==> config.mk <==
export PLATFORM = sky130hd
export DESIGN_NAME = tx_power_limit_select
export DESIGN_NICKNAME = d
export VERILOG_FILES = /design/src/tx_power_limit_pkg.sv /design/src/modulation_part_select.sv /design/src/neighbour_part_select.sv /design/src/tx_power_limit_select.sv
export SDC_FILE = /design/constraint.sdc
export NUM_CORES = 1
export LEC_CHECK = 0
export BUFFER_PORTS_ARGS = -buffer_cell sky130_fd_sc_hd__buf_4
export CORE_ASPECT_RATIO = 0.7
export CORE_MARGIN = 4
export CORE_UTILIZATION = 40
export CTS_BUF_LIST = sky130_fd_sc_hd__clkbuf_4 sky130_fd_sc_hd__clkbuf_8 sky130_fd_sc_hd__clkbuf_16
export DETAILED_ROUTE_END_ITERATION = 10
export PLACE_DENSITY = 0.64
export SYNTH_ARGS = -nofsm -noshare
export SYNTH_HDL_FRONTEND = slang
export SYNTH_SLANG_ARGS = --single-unit
==> constraint.sdc <==
create_clock -name clk -period 14.57 [get_ports clk]
set_input_delay 0.7285 -clock clk [delete_from_list [all_inputs] [get_ports clk]]
set_output_delay 0.7285 -clock clk [all_outputs]
set_load 0.01 [all_outputs]
==> src/tx_power_limit_pkg.sv <==
// shared types, register map and limit constants of the transmit power limit block
package tx_power_limit_pkg;

  // ----------------------------------------------------------------
  // register map (byte addresses on the bus)
  // ----------------------------------------------------------------
  localparam int          ADDR_W        = 8;
  localparam int          DATA_W        = 32;
  localparam int          SEL_W         = 4;
  localparam logic [7:0]  ADDR_CTRL     = 8'h00;  // link state, read/write
  localparam logic [7:0]  ADDR_PWR_CFG  = 8'h04;  // initial power tuning, read/write
  localparam logic [7:0]  ADDR_STEP_CFG = 8'h08;  // update step tuning, read/write
  localparam logic [7:0]  ADDR_PWR_STAT = 8'h0C;  // initial power result, read only
  localparam logic [7:0]  ADDR_STEP_STAT = 8'h10; // update step result, read only
  localparam logic [7:0]  ADDR_COUNT    = 8'h14;  // limit change counter, read only

  // ----------------------------------------------------------------
  // field layouts
  // ----------------------------------------------------------------
  localparam int CTRL_W   = 7;   // width of the link state word
  localparam int LEVEL_W  = 8;   // power in mW, step in half-dB units
  localparam int CFG_W    = 24;  // width of a tuning word
  localparam int PART_NBR_LSB = 8;   // neighbour part in status words
  localparam int PART_MOD_LSB = 16;  // modulation part in status words
  localparam int COUNT_W  = 16;

  // occupancy class of a neighbouring channel or cell
  typedef enum logic [1:0] {
    OCC_NONE      = 2'b00,
    OCC_UNLIC     = 2'b01,
    OCC_INCUMBENT = 2'b10,
    OCC_UNKNOWN   = 2'b11
  } occupancy_t;

  // modulation class, highest order first
  typedef enum logic [1:0] {
    MOD_64QAM = 2'b00,
    MOD_16QAM = 2'b01,
    MOD_QPSK  = 2'b10,
    MOD_SPARE = 2'b11
  } mod_class_t;

  // link state word as written by software
  typedef struct packed {
    occupancy_t adjChannel;
    occupancy_t adjCell;
    mod_class_t modulation;
    logic       sensingOnly;
  } link_state_t;

  // tuning word: modulation share at 64QAM, and the two decrements
  typedef struct packed {
    logic [LEVEL_W-1:0] modTop;
    logic [LEVEL_W-1:0] modDec;
    logic [LEVEL_W-1:0] nbrDec;
  } limit_cfg_t;

  // ----------------------------------------------------------------
  // limits and reset values
  // ----------------------------------------------------------------
  localparam logic [7:0] PWR_MAX_DB      = 8'h64;  // 100 mW
  localparam logic [7:0] PWR_MAX_SENSE   = 8'h32;  // 50 mW
  localparam logic [7:0] PWR_INCUMB_CAP  = 8'h28;  // 40 mW
  localparam logic [7:0] STEP_MAX_DB     = 8'h04;  // 2 dB in half-dB units
  localparam logic [7:0] STEP_MAX_SENSE  = 8'h02;  // 1 dB in half-dB units
  localparam link_state_t CTRL_RST       = '{OCC_NONE, OCC_NONE, MOD_QPSK, 1'b1};
  localparam limit_cfg_t  PWR_CFG_RST    = '{8'h14, 8'h05, 8'h0A};
  localparam limit_cfg_t  STEP_CFG_RST   = '{8'h02, 8'h01, 8'h01};

  // subtract without wrapping below zero
  function automatic logic [LEVEL_W-1:0] sat_sub(input logic [LEVEL_W-1:0] a,
                                                 input logic [LEVEL_W-1:0] b);
    sat_sub = (a > b) ? a - b : '0;
  endfunction

  // smaller of two levels
  function automatic logic [LEVEL_W-1:0] min_level(input logic [LEVEL_W-1:0] a,
                                                   input logic [LEVEL_W-1:0] b);
    min_level = (a < b) ? a : b;
  endfunction

  // larger of two levels
  function automatic logic [LEVEL_W-1:0] max_level(input logic [LEVEL_W-1:0] a,
                                                   input logic [LEVEL_W-1:0] b);
    max_level = (a > b) ? a : b;
  endfunction

endpackage

==> src/modulation_part_select.sv <==
// modulation share of a power limit or of an update step
`timescale 1ns/1ps
module modulation_part_select (
  // selection
  input  wire tx_power_limit_pkg::mod_class_t           modulation,
  input  wire logic [tx_power_limit_pkg::LEVEL_W-1:0]   topLevel,
  input  wire logic [tx_power_limit_pkg::LEVEL_W-1:0]   modDec,
  // result
  output logic      [tx_power_limit_pkg::LEVEL_W-1:0]   part
);
  import tx_power_limit_pkg::*;

  // ----------------------------------------------------------------
  // ordered classes, each no higher than the one above
  // ----------------------------------------------------------------
  logic [LEVEL_W-1:0] part16;  // 16QAM share
  logic [LEVEL_W-1:0] partQ;   // QPSK share

  always_comb begin
    part16 = sat_sub(topLevel, modDec);
    partQ  = sat_sub(part16, modDec);
    case (modulation)
      MOD_64QAM: part = topLevel;
      MOD_16QAM: part = part16;
      MOD_QPSK:  part = partQ;
      default:   part = partQ;           // spare code taken as lowest class
    endcase
  end

endmodule

==> src/neighbour_part_select.sv <==
// neighbour share of a power limit or of an update step
`timescale 1ns/1ps
module neighbour_part_select (
  // occupancy
  input  wire tx_power_limit_pkg::occupancy_t           adjChannel,
  input  wire tx_power_limit_pkg::occupancy_t           adjCell,
  // levels
  input  wire logic [tx_power_limit_pkg::LEVEL_W-1:0]   maxLevel,
  input  wire logic [tx_power_limit_pkg::LEVEL_W-1:0]   incumbentLevel,
  input  wire logic [tx_power_limit_pkg::LEVEL_W-1:0]   modTop,
  input  wire logic [tx_power_limit_pkg::LEVEL_W-1:0]   nbrDec,
  // result
  output logic      [tx_power_limit_pkg::LEVEL_W-1:0]   part
);
  import tx_power_limit_pkg::*;

  // ----------------------------------------------------------------
  // table of neighbour shares
  // ----------------------------------------------------------------
  logic               chanBusy;   // adjacent channel unlicensed/unknown
  logic               cellBusy;   // adjacent cell unlicensed/unknown
  logic [LEVEL_W-1:0] freeLvl;    // nothing heard anywhere
  logic [LEVEL_W-1:0] incLvl;     // incumbent next door
  logic [LEVEL_W-1:0] oneSide;    // one side unlicensed
  logic [LEVEL_W-1:0] incCell;    // incumbent plus unlicensed cell
  logic [LEVEL_W-1:0] bothSide;   // both sides unlicensed

  always_comb begin
    // incumbent in the adjacent cell is ignored and counts as a free cell
    chanBusy = (adjChannel == OCC_UNLIC) || (adjChannel == OCC_UNKNOWN);
    cellBusy = (adjCell == OCC_UNLIC) || (adjCell == OCC_UNKNOWN);
    freeLvl  = sat_sub(maxLevel, modTop);
    incLvl   = min_level(sat_sub(incumbentLevel, modTop), freeLvl);
    oneSide  = max_level(sat_sub(freeLvl, nbrDec), incLvl);
    incCell  = sat_sub(incLvl, nbrDec);
    bothSide = max_level(sat_sub(oneSide, nbrDec), incCell);
    if (adjChannel == OCC_INCUMBENT) begin
      part = cellBusy ? incCell : incLvl;
    end else if (chanBusy && cellBusy) begin
      part = bothSide;
    end else if (chanBusy || cellBusy) begin
      part = oneSide;
    end else begin
      part = freeLvl;
    end
  end

endmodule

==> src/tx_power_limit_select.sv <==
// transmit power limit selection with a classic Wishbone register slave
`timescale 1ns/1ps

// Summary of operation
// - initial power is neighbour plus modulation share
// - neighbour share follows adjacent channel and cell
// - free neighbourhood: maximum minus 64QAM share
// - busy neighbours lower the share stepwise
// - sensing-only class selects lower value set
// - incumbent in adjacent cell is ignored
// - incumbent adjacent channel caps power at 40 mW
// - mixed occupancy stays between the bounding limits
// - modulation falls into three ordered classes
// - 64QAM share at most 100/50, ordered below
// - free neighbourhood allows 100 mW for database class
// - sensing-only power never above 50 mW
// - update step is neighbour plus modulation step
// - update step at most 2 dB, 1 dB
module tx_power_limit_select (
  // clock and reset
  input  wire logic                                      clk,
  input  wire logic                                      reset_n,
  // wishbone slave
  input  wire logic                                      wb_cyc_i,
  input  wire logic                                      wb_stb_i,
  input  wire logic                                      wb_we_i,
  input  wire logic [tx_power_limit_pkg::ADDR_W-1:0]     wb_adr_i,
  input  wire logic [tx_power_limit_pkg::SEL_W-1:0]      wb_sel_i,
  input  wire logic [tx_power_limit_pkg::DATA_W-1:0]     wb_dat_i,
  output logic      [tx_power_limit_pkg::DATA_W-1:0]     wb_dat_o,
  output logic                                           wb_ack_o,
  // selected limits
  output logic      [tx_power_limit_pkg::LEVEL_W-1:0]    powerLimit,
  output logic      [tx_power_limit_pkg::LEVEL_W-1:0]    stepLimit,
  output logic                                           limitUpdated
);
  import tx_power_limit_pkg::*;

  // ----------------------------------------------------------------
  // declarations
  // ----------------------------------------------------------------
  link_state_t        linkState;     // occupancy, modulation, class
  limit_cfg_t         pwrCfg;        // initial power tuning
  limit_cfg_t         stepCfg;       // update step tuning
  logic               busReq;        // new access this cycle
  logic               busWrite;      // new write this cycle
  logic [LEVEL_W-1:0] pwrMax;        // class ceiling, mW
  logic [LEVEL_W-1:0] stepMax;       // class ceiling, half dB
  logic [LEVEL_W-1:0] pwrIncCap;     // incumbent ceiling, mW
  logic [LEVEL_W-1:0] pwrModTop;     // 64QAM share, mW
  logic [LEVEL_W-1:0] stepModTop;    // 64QAM step share
  logic [LEVEL_W-1:0] pwrNbr;        // neighbour share, mW
  logic [LEVEL_W-1:0] pwrMod;        // modulation share, mW
  logic [LEVEL_W-1:0] stepNbr;       // neighbour step share
  logic [LEVEL_W-1:0] stepMod;       // modulation step share
  logic [LEVEL_W:0]   pwrSum;        // wide sum, no wrap
  logic [LEVEL_W:0]   stepSum;       // wide sum, no wrap
  logic [LEVEL_W-1:0] next_power;    // clamped initial power
  logic [LEVEL_W-1:0] next_step;     // clamped update step
  logic [LEVEL_W-1:0] nbrPartReg;    // registered neighbour share
  logic [LEVEL_W-1:0] modPartReg;    // registered modulation share
  logic [LEVEL_W-1:0] nbrStepReg;    // registered neighbour step
  logic [LEVEL_W-1:0] modStepReg;    // registered modulation step
  logic [COUNT_W-1:0] changeCount;   // number of limit changes
  logic [DATA_W-1:0]  next_rdata;    // read mux

  // byte-lane merge of a tuning word
  function automatic limit_cfg_t merge_cfg(input limit_cfg_t old,
                                           input logic [DATA_W-1:0] data,
                                           input logic [SEL_W-1:0] sel);
    logic [CFG_W-1:0] word;
    word = old;
    for (int i = 0; i < CFG_W / 8; i++) begin
      if (sel[i]) begin
        word[i*8 +: 8] = data[i*8 +: 8];
      end
    end
    merge_cfg = limit_cfg_t'(word);
  endfunction

  // ----------------------------------------------------------------
  // bus handshake
  // ----------------------------------------------------------------
  // a request counts once; ack drops the cycle after it was given
  always_comb begin
    busReq   = wb_cyc_i && wb_stb_i && !wb_ack_o;
    busWrite = busReq && wb_we_i;
  end

  // ack one cycle after the request, every address answered
  always_ff @(posedge clk or negedge reset_n) begin
    if (!reset_n) begin
      wb_ack_o <= 1'b0;
    end else begin
      wb_ack_o <= busReq;
    end
  end

  // ----------------------------------------------------------------
  // writable registers
  // ----------------------------------------------------------------
  // link state word, low byte lane only
  always_ff @(posedge clk or negedge reset_n) begin
    if (!reset_n) begin
      linkState <= CTRL_RST;
    end else if (busWrite && wb_adr_i == ADDR_CTRL && wb_sel_i[0]) begin
      linkState <= link_state_t'(wb_dat_i[CTRL_W-1:0]);
    end
  end

  // tuning words with fixed defaults
  always_ff @(posedge clk or negedge reset_n) begin
    if (!reset_n) begin
      pwrCfg  <= PWR_CFG_RST;
      stepCfg <= STEP_CFG_RST;
    end else if (busWrite) begin
      if (wb_adr_i == ADDR_PWR_CFG) begin
        pwrCfg <= merge_cfg(pwrCfg, wb_dat_i, wb_sel_i);
      end
      if (wb_adr_i == ADDR_STEP_CFG) begin
        stepCfg <= merge_cfg(stepCfg, wb_dat_i, wb_sel_i);
      end
    end
  end

  // ----------------------------------------------------------------
  // class dependent value sets
  // ----------------------------------------------------------------
  // sensing-only class halves the 64QAM shares and the class ceilings
  always_comb begin
    if (linkState.sensingOnly) begin
      pwrMax     = PWR_MAX_SENSE;
      stepMax    = STEP_MAX_SENSE;
      pwrModTop  = min_level(pwrCfg.modTop >> 1, PWR_MAX_SENSE);
      stepModTop = min_level(stepCfg.modTop >> 1, STEP_MAX_SENSE);
    end else begin
      pwrMax     = PWR_MAX_DB;
      stepMax    = STEP_MAX_DB;
      pwrModTop  = min_level(pwrCfg.modTop, PWR_MAX_DB);
      stepModTop = min_level(stepCfg.modTop, STEP_MAX_DB);
    end
    pwrIncCap = min_level(PWR_INCUMB_CAP, pwrMax);
  end

  // ----------------------------------------------------------------
  // initial power shares
  // ----------------------------------------------------------------
  // neighbour share of the initial power
  neighbour_part_select u_pwr_nbr (
    .adjChannel     (linkState.adjChannel),
    .adjCell        (linkState.adjCell),
    .maxLevel       (pwrMax),
    .incumbentLevel (pwrIncCap),
    .modTop         (pwrModTop),
    .nbrDec         (pwrCfg.nbrDec),
    .part           (pwrNbr)
  );

  // modulation share of the initial power
  modulation_part_select u_pwr_mod (
    .modulation (linkState.modulation),
    .topLevel   (pwrModTop),
    .modDec     (pwrCfg.modDec),
    .part       (pwrMod)
  );

  // ----------------------------------------------------------------
  // update step shares
  // ----------------------------------------------------------------
  // neighbour share of the step, incumbent floor one decrement down
  neighbour_part_select u_step_nbr (
    .adjChannel     (linkState.adjChannel),
    .adjCell        (linkState.adjCell),
    .maxLevel       (stepMax),
    .incumbentLevel (sat_sub(stepMax, stepCfg.nbrDec)),
    .modTop         (stepModTop),
    .nbrDec         (stepCfg.nbrDec),
    .part           (stepNbr)
  );

  // modulation share of the step
  modulation_part_select u_step_mod (
    .modulation (linkState.modulation),
    .topLevel   (stepModTop),
    .modDec     (stepCfg.modDec),
    .part       (stepMod)
  );

  // ----------------------------------------------------------------
  // sums and ceilings
  // ----------------------------------------------------------------
  // sum the shares, then clip both to class ceilings and the power also to the incumbent ceiling when the adjacent channel is incumbent
  always_comb begin
    pwrSum  = {1'b0, pwrNbr} + {1'b0, pwrMod};
    stepSum = {1'b0, stepNbr} + {1'b0, stepMod};
    if (pwrSum > {1'b0, pwrMax}) begin
      next_power = pwrMax;
    end else begin
      next_power = pwrSum[LEVEL_W-1:0];
    end
    if (linkState.adjChannel == OCC_INCUMBENT) begin
      next_power = min_level(next_power, pwrIncCap);
    end
    if (stepSum > {1'b0, stepMax}) begin
      next_step = stepMax;
    end else begin
      next_step = stepSum[LEVEL_W-1:0];
    end
  end

  // ----------------------------------------------------------------
  // registered results
  // ----------------------------------------------------------------
  // limits follow input changes on the next edge
  always_ff @(posedge clk or negedge reset_n) begin
    if (!reset_n) begin
      powerLimit <= '0;
      stepLimit  <= '0;
    end else begin
      powerLimit <= next_power;
      stepLimit  <= next_step;
    end
  end

  // shares kept for software readback
  always_ff @(posedge clk or negedge reset_n) begin
    if (!reset_n) begin
      nbrPartReg <= '0;
      modPartReg <= '0;
      nbrStepReg <= '0;
      modStepReg <= '0;
    end else begin
      nbrPartReg <= pwrNbr;
      modPartReg <= pwrMod;
      nbrStepReg <= stepNbr;
      modStepReg <= stepMod;
    end
  end

  // one-cycle pulse and count when either limit moves
  always_ff @(posedge clk or negedge reset_n) begin
    if (!reset_n) begin
      limitUpdated <= 1'b0;
      changeCount  <= '0;
    end else if (next_power != powerLimit || next_step != stepLimit) begin
      limitUpdated <= 1'b1;
      changeCount  <= changeCount + 1'b1;
    end else begin
      limitUpdated <= 1'b0;
    end
  end

  // ----------------------------------------------------------------
  // read path
  // ----------------------------------------------------------------
  // read mux, unmapped addresses read zero
  always_comb begin
    next_rdata = '0;
    case (wb_adr_i)
      ADDR_CTRL:      next_rdata[CTRL_W-1:0] = linkState;
      ADDR_PWR_CFG:   next_rdata[CFG_W-1:0]  = pwrCfg;
      ADDR_STEP_CFG:  next_rdata[CFG_W-1:0]  = stepCfg;
      ADDR_PWR_STAT: begin
        next_rdata[LEVEL_W-1:0]                  = powerLimit;
        next_rdata[PART_NBR_LSB +: LEVEL_W]      = nbrPartReg;
        next_rdata[PART_MOD_LSB +: LEVEL_W]      = modPartReg;
      end
      ADDR_STEP_STAT: begin
        next_rdata[LEVEL_W-1:0]                  = stepLimit;
        next_rdata[PART_NBR_LSB +: LEVEL_W]      = nbrStepReg;
        next_rdata[PART_MOD_LSB +: LEVEL_W]      = modStepReg;
      end
      ADDR_COUNT:     next_rdata[COUNT_W-1:0] = changeCount;
      default:        next_rdata = '0;
    endcase
  end

  // read data registered with the ack
  always_ff @(posedge clk or negedge reset_n) begin
    if (!reset_n) begin
      wb_dat_o <= '0;
    end else if (busReq && !wb_we_i) begin
      wb_dat_o <= next_rdata;
    end else begin
      wb_dat_o <= '0;
    end
  end

endmodule

==> results by group, run 1 <==
Status
  – Outcome: finished, final reports clean

Worst setup path
  – Most used cell, CP: o21ai_0
  – Peak fanout along the critical path: 12
  – Reg2reg path depth: 66
  – Critical path's slowest cell: o21ai_0
  – Worst Setup SP: linkState[0]$_DFFE_PN1P_
  – CP Launch Type: register
  – Critical Path RT: 14920 ps
  – Critical path type: register to register
  – WP data arrival: 14190 ps
  – Reg-to-reg startpoint: linkState[0]$_DFFE_PN1P_
  – CP endpoint: changeCount[14]$_DFFE_PN0P_
  – Worst reg-to-reg setup slack: 730 ps
  – CP max stage delay: 580 ps
  – R2R Path End: changeCount[14]$_DFFE_PN0P_
  – CP Capture Type: register

Synth
  – Post-synth EDFFs: 0
  – Sequential element share of the synthesized area: 25.6%
  – Post-Synth XOR/XNOR Area: 4.56%
  – Mapped Cells: 1671
  – Mux cell area share after synthesis: 6.87%
  – Synth Area in Adders: 16.5%
  – Main combinational cell family by area after synthesis: compound AO/OA/AOI/OAI gates
  – Synthesized flop and latch total: 145
  – Synthesized area: 0.0142 sq mm
  – Top_reg_cell synth: dfrtp_1
  – Synth Area in Compound Gates: 23.5%
  – Distinct cells, synth: 85
  – Synth warn: 0
  – Avg Inst Size Synth: 8.50 sq um
  – Async SR Flop Fraction: 100%
  – Post-synthesis simple-gate area fraction: 17.4%

STA
  – Final min period: 13840 ps
  – Final setup viols: 0
  – WHS: 304 ps
  – Slew headroom: 14.2%
  – Final hold viol count: 0
  – Max Transition Viols Final: 0
  – Maximum clock rate: 72.3 MHz
  – Worst Tran Pin Value: 1290 ps
  – Clock skew: 16.1 ps
  – Ratio of final minimum period to clock period: 95.0%

Job
  – Max cap viols: 0

Global routing
  – Largest net degree at the start of global routing: 76
  – First-pass GRT wire length: 73.4 mm
  – Overflow after GRT: 0
  – Antenna violations before repair: 0
  – GRT Total Usage: 24.1%
  – Vias in the first global route: 12800

Detailed routing
  – Initial DRT Pass Iterations: 6
  – Via density: 5.91
  – Residual DRC: 0
  – WL final: 47.8 mm
  – Via Count: 13500
  – Per-cell routed wire length: 20.8 um
  – ANT nets after route: 0
  – Drt first-iter violations: 1501

Clock network
  – Reg clk slew, reported paths: 60 ps
  – Worst-Skew Late Latency: 430 ps
  – CTS tree: built
  – H-tree levels: 4
  – CTS Buffer Depth: 2
  – CTS sink cnt: 145
  – CTS Buf Count: 17
  – Clock root cell: clkbuf_16

Finish
  – Final nets: 2035
  – Post-route cell area: 0.0165 sq mm
  – Most common cell after layout, fill and taps aside: ha_1
  – Syn-to-layout area delta: 16.4%
  – Core Util, Final: 47.4%
  – Layout cell share with drive strength beyond 1: 16.7%
  – Final antenna diode count: 0
  – Fin cells: 2291
  – Most frequent cells in the layout: ha_1, buf_4, dfrtp_1

Floorplan
  – I/O pin cnt: 99
  – Core area: 0.0349 sq mm
  – Die height: 166 um
  – Die Area: 0.0386 sq mm
  – Initial core utilization: 40.7%
  – Number of core rows: 57
  – Die Wd: 233 um

Place
  – Placed cell areas: 0.0157 sq mm
  – HPWL Detailed: 37.7 mm
  – DP Cell Count: 2252
  – PortBufs: 81
  – GPL Wtd Cong: 0.978

Pwr
  – Power Density: 91.7 mW/mm^2
  – Peak supply drop: 0.0808 mV
  – Leak: 0.00752 uW

Hold path
  – Hold crit path type: primary input to asynchronous set/reset pin
==> layout make-up <==
class,instances,area (sq um)
fill,3315,18300
multi-input combinational,1369,10100
sequential,145,3640
timing repair buffer,141,1090
tap,472,591
inverter,133,499
clock buffer,21,468
clock inverter,10,161
==> power breakdown <==
part	switching [uW]	internal, uW	total, uW
clock	175	298	473
combinational	324	248	571
sequential	40.6	431	472
==> critical path, delay by kind of cell (launching register included) <==
kind / cells / cell delay, ps
mux: 2 / 610
compound gates: 33 / 6080
simple gates: 13 / 2330
flops: 1 / 550
xor+xnor: 2 / 320
fa+ha+maj: 10 / 3110
buf+inv: 6 / 760
==> metrics by stage <==
| stage | total power, uW | setup TNS [ps] | setup WS [ps] |
|---|---|---|---|
| 6_report | 1520 | 0 | 732 |
| 5_1_grt | 1610 | -716 | -151 |
| 4_1_cts | 1480 | 0 | 170 |
| 3_5_place_dp | 1000 | 0 | 233 |
| 3_3_place_gp | 996 | 0 | 493 |
| 2_1_floorplan | 846 | 0 | 6.38 |
==> cell families (layout without fill, tap and decap cells) <==
kind of cell / count (synthesis) / after routing
compound gates: 502 / 502
xor+xnor: 74 / 74
fa+ha+maj: 179 / 179
buf+inv: 198 / 305
flops: 145 / 145
mux: 88 / 88
other cells: 2 / 43
simple gates: 483 / 483
==> Yosys cell counts, types with 15 or more instances <==
cell      number  share of area [%]
ha_1         165                 15
dfrtp_1      134                 24
inv_1        131                3.5
a21oi_1      126                4.4
nor2_1       111                2.9
o21ai_0      105                3.7
nand2_1       95                2.5
mux2_2        69                5.5
clkbuf_1      54                1.4
nand3_1       46                1.6
xor2_1        45                2.8
nand4_1       41                1.8
nor2b_1       41                1.8
a22oi_1       39                2.1
a21o_1        37                2.0
and2_1        31                1.4
xnor2_1       29                1.8
nor3_1        27               0.95
o21a_1        22                1.2
o22ai_1       22               0.97
nand2b_1      21               0.92
mux2i_1       17                1.2
a211oi_1      15               0.79
a222oi_1      15                1.1
==> routing by layer <==
metal,GRT usage (%),vias up,wire (um)
li1,-,6369,-
met1,37.0,6606,22900
met2,33.8,521,19900
met3,5.86,48,4120
met4,5.51,0,900
met5,0,-,0
==> flip-flops by register name, indices dropped and copies added, names as in the netlist <==
name	flops
stepCfg	24
nbrStepReg	8
linkState	7
wb_ack_o	1
changeCount	16
limitUpdated	1
wb_dat_o	24
powerLimit	8
stepLimit	8
modStepReg	8
nbrPartReg	8
modPartReg	8
pwrCfg	24
==> worst min-delay path by stage <==
stage | cells after the start | end
5_1_grt | 1 | powerLimit[7]$_DFF_PN0_
4_1_cts | 1 | powerLimit[7]$_DFF_PN0_
2_1_floorplan | 0 | changeCount[0]$_DFFE_PN0P_
3_5_place_dp | 1 | changeCount[15]$_DFFE_PN0P_
6_report | 1 | changeCount[11]$_DFFE_PN0P_
3_3_place_gp | 1 | changeCount[15]$_DFFE_PN0P_
==> timing repair <==
action                     in CTS  in global routing
setup endpoints to repair       0                 17
resized for setup               0                 43
buffers inserted                0                  8
hold endpoints to repair        0                  0
hold buffers                    0                  0
(Power assumes the default switching activity.)
==> inputs of run 2 (changes only) <==
Settings changed: CORE_MARGIN 4 to 2.
Clock period 14.57 ns to 11.7 ns, I/O delays scaled along.
==> run 2 against run 1 <==
Against the previous run:
- the run now ends with setup timing left
- critical path depth rose by 3
- core utilization rose by 8.8 points
- total power rose by 39%
- clock power rose by 22%
- die area fell by 4.1%
- sequential power rose by 25%
- count of clock-buffer cells in the layout fell by 3
- global-route usage rose by 2.9 points
- maximum frequency rose by 9.8%
- combinational power rose by 65%
- largest cell class unchanged
==> results by group, run 2 (synthesis gave the netlist of run 1 again) <==
Detailed routing
  – Via Count: 14800
  – Via density: 5.68
  – ANT nets after route: 0
  – Drt first-iter violations: 1715
  – WL final: 50.8 mm
  – Initial DRT Pass Iterations: 7
  – Per-cell routed wire length: 19.6 um
  – Residual DRC: 0

STA
  – Final setup viols: 17
  – RSZ-0062 raised after global routing: true
  – Ratio of final minimum period to clock period: 108%
  – Setup ws final: -904 ps
  – Final min period: 12600 ps
  – WHS: 209 ps
  – Max Transition Viols Final: 0
  – Final hold viol count: 0
  – Total negative setup slack: -14010 ps
  – Worst Tran Pin Value: 1190 ps
  – Clock skew: 14.2 ps
  – Slew headroom: 20.5%
  – Maximum clock rate: 79.3 MHz

Pwr
  – NetSw: 776 uW
  – Peak supply drop: 0.124 mV
  – Sequential Power Share: 27.9%
  – Leak: 0.00912 uW
  – Power Density: 108 mW/mm^2
  – P_int: 1340 uW
  – Sw Ratio: 36.7%
  – Clock power frac: 27.3%
  – Comb pwr share: 44.7%
  – Total power: 2110 uW

Place
  – DP Cell Count: 2532
  – HPWL Detailed: 40.7 mm
  – Placed cell areas: 0.0181 sq mm
  – GPL Wtd Cong: 0.956
  – PortBufs: 81

Floorplan
  – Die height: 162 um
  – Core area: 0.0349 sq mm
  – Die Wd: 229 um
  – Die Area: 0.0371 sq mm
  – Initial core utilization: 40.7%
  – I/O pin cnt: 99
  – Number of core rows: 57

Global routing
  – Overflow after GRT: 0
  – Antenna violations before repair: 0
  – First-pass GRT wire length: 78.3 mm
  – Vias in the first global route: 13900
  – Largest net degree at the start of global routing: 90
  – GRT Total Usage: 26.9%

Clock network
  – CTS Buffer Depth: 2
  – CTS sink cnt: 145
  – H-tree levels: 4
  – Worst-Skew Late Latency: 440 ps
  – CTS Buf Count: 17
  – Reg clk slew, reported paths: 70 ps
  – Clock root cell: clkbuf_16
  – CTS tree: built

Finish
  – Number of fill cells: 3106
  – Most frequent cells in the layout: buf_4, ha_1, dfrtp_1
  – Top flop regs: pwrCfg (24), stepCfg (24), wb_dat_o (24)
  – Post-route cell area: 0.0196 sq mm
  – Final antenna diode count: 0
  – Most common cell after layout, fill and taps aside: buf_4
  – Layout cell share with drive strength beyond 1: 33.9%
  – Final nets: 2340
  – Fin cells: 2597
  – Syn-to-layout area delta: 37.9%

Worst setup path
  – Peak fanout along the critical path: 8
  – Critical path's slowest cell: dfstp_2
  – Top delay family on crit path: compound AO/OA/AOI/OAI gates
  – CP Launch Type: register
  – Crit path depth: 69
  – Reg-to-reg startpoint: linkState[0]$_DFFE_PN1P_
  – CP max stage delay: 590 ps
  – Reg2reg path depth: 69
  – Worst Setup SP: linkState[0]$_DFFE_PN1P_
  – WP data arrival: 12920 ps
  – Crit path buffers/inverters: 10
  – R2R Path End: changeCount[1]$_DFFE_PN0P_
  – Worst reg-to-reg setup slack: -900 ps
  – Critical Path RT: 12020 ps
  – Critical path type: register to register
  – CP Capture Type: register
  – CP endpoint: changeCount[1]$_DFFE_PN0P_

Hold path
  – Hold crit path type: primary input to asynchronous set/reset pin

Job
  – Max cap viols: 0

Status
  – Outcome: finished, violations left
  – Violated checks: setup timing
-- run 2: cell count changes in the layout (fill, tap and decap cells not counted), sizes merged --
cell | previous run | this run
bufinv | 4 | 2
buf | 141 | 445
clkinv | 6 | 3
clkbuf | 21 | 19
inv | 133 | 142
-- run 2: worst min path at each step --
stage	startpoint	endpoint	slack, ps	cells after the start
after CTS	reset_n	pwrCfg[15]$_DFFE_PN0P_	240	1
after detailed placement	changeCount[15]$_DFFE_PN0P_	changeCount[15]$_DFFE_PN0P_	460	1
after global placement	changeCount[15]$_DFFE_PN0P_	changeCount[15]$_DFFE_PN0P_	470	1
after global routing	reset_n	pwrCfg[15]$_DFFE_PN0P_	280	1
after floorplan	reset_n	changeCount[0]$_DFFE_PN0P_	290	0
final	reset_n	pwrCfg[15]$_DFFE_PN0P_	210	1
-- run 2: final cells by class --
class	instances	area, sq um	area share, %
clock inverters	14	183	0.932
clock buffers	18	439	2.24
repair buffers	446	3440	17.5
multi-input cells	1369	10800	55.1
well taps	472	591	3.01
inverters	133	507	2.59
flip-flops and latches	145	3640	18.6
-- run 2: power by group through the flow --
stage	sequential [uW]	clock (uW)	combinational (uW)
global route	595	599	1030
CTS	587	581	882
finish	591	577	945
global placement	595	0	819
detailed placement	595	0	836
floorplan	579	0	512
-- run 2: stage by stage --
| step | setup slack [ps] | utilization, % |
|---|---|---|
| 6_report | -904 | 56.2 |
| 4_1_cts | -833 | 54.5 |
| 3_5_place_dp | -1030 | 52.0 |
| 2_1_floorplan | -735 | - |
| 5_1_grt | -1610 | 56.2 |
| 3_3_place_gp | -878 | 52.0 |
-- run 2: routing by layer --
metal	share of wire [%]	GRT usage [%]	vias up
met5	0	0	-
met4	1.6	6.11	0
met3	9.0	5.16	54
met2	43	39.8	653
met1	47	40.4	7057
li1	-	-	6991
-- run 2: repair_timing --
item                                    4_1_cts  5_1_grt
gates cloned                                  1        1
hold buffers                                  0        0
endpoints found under the setup margin       22       27
buffers inserted                             13       20
pin swaps                                    20       69
resized for setup                            30       95
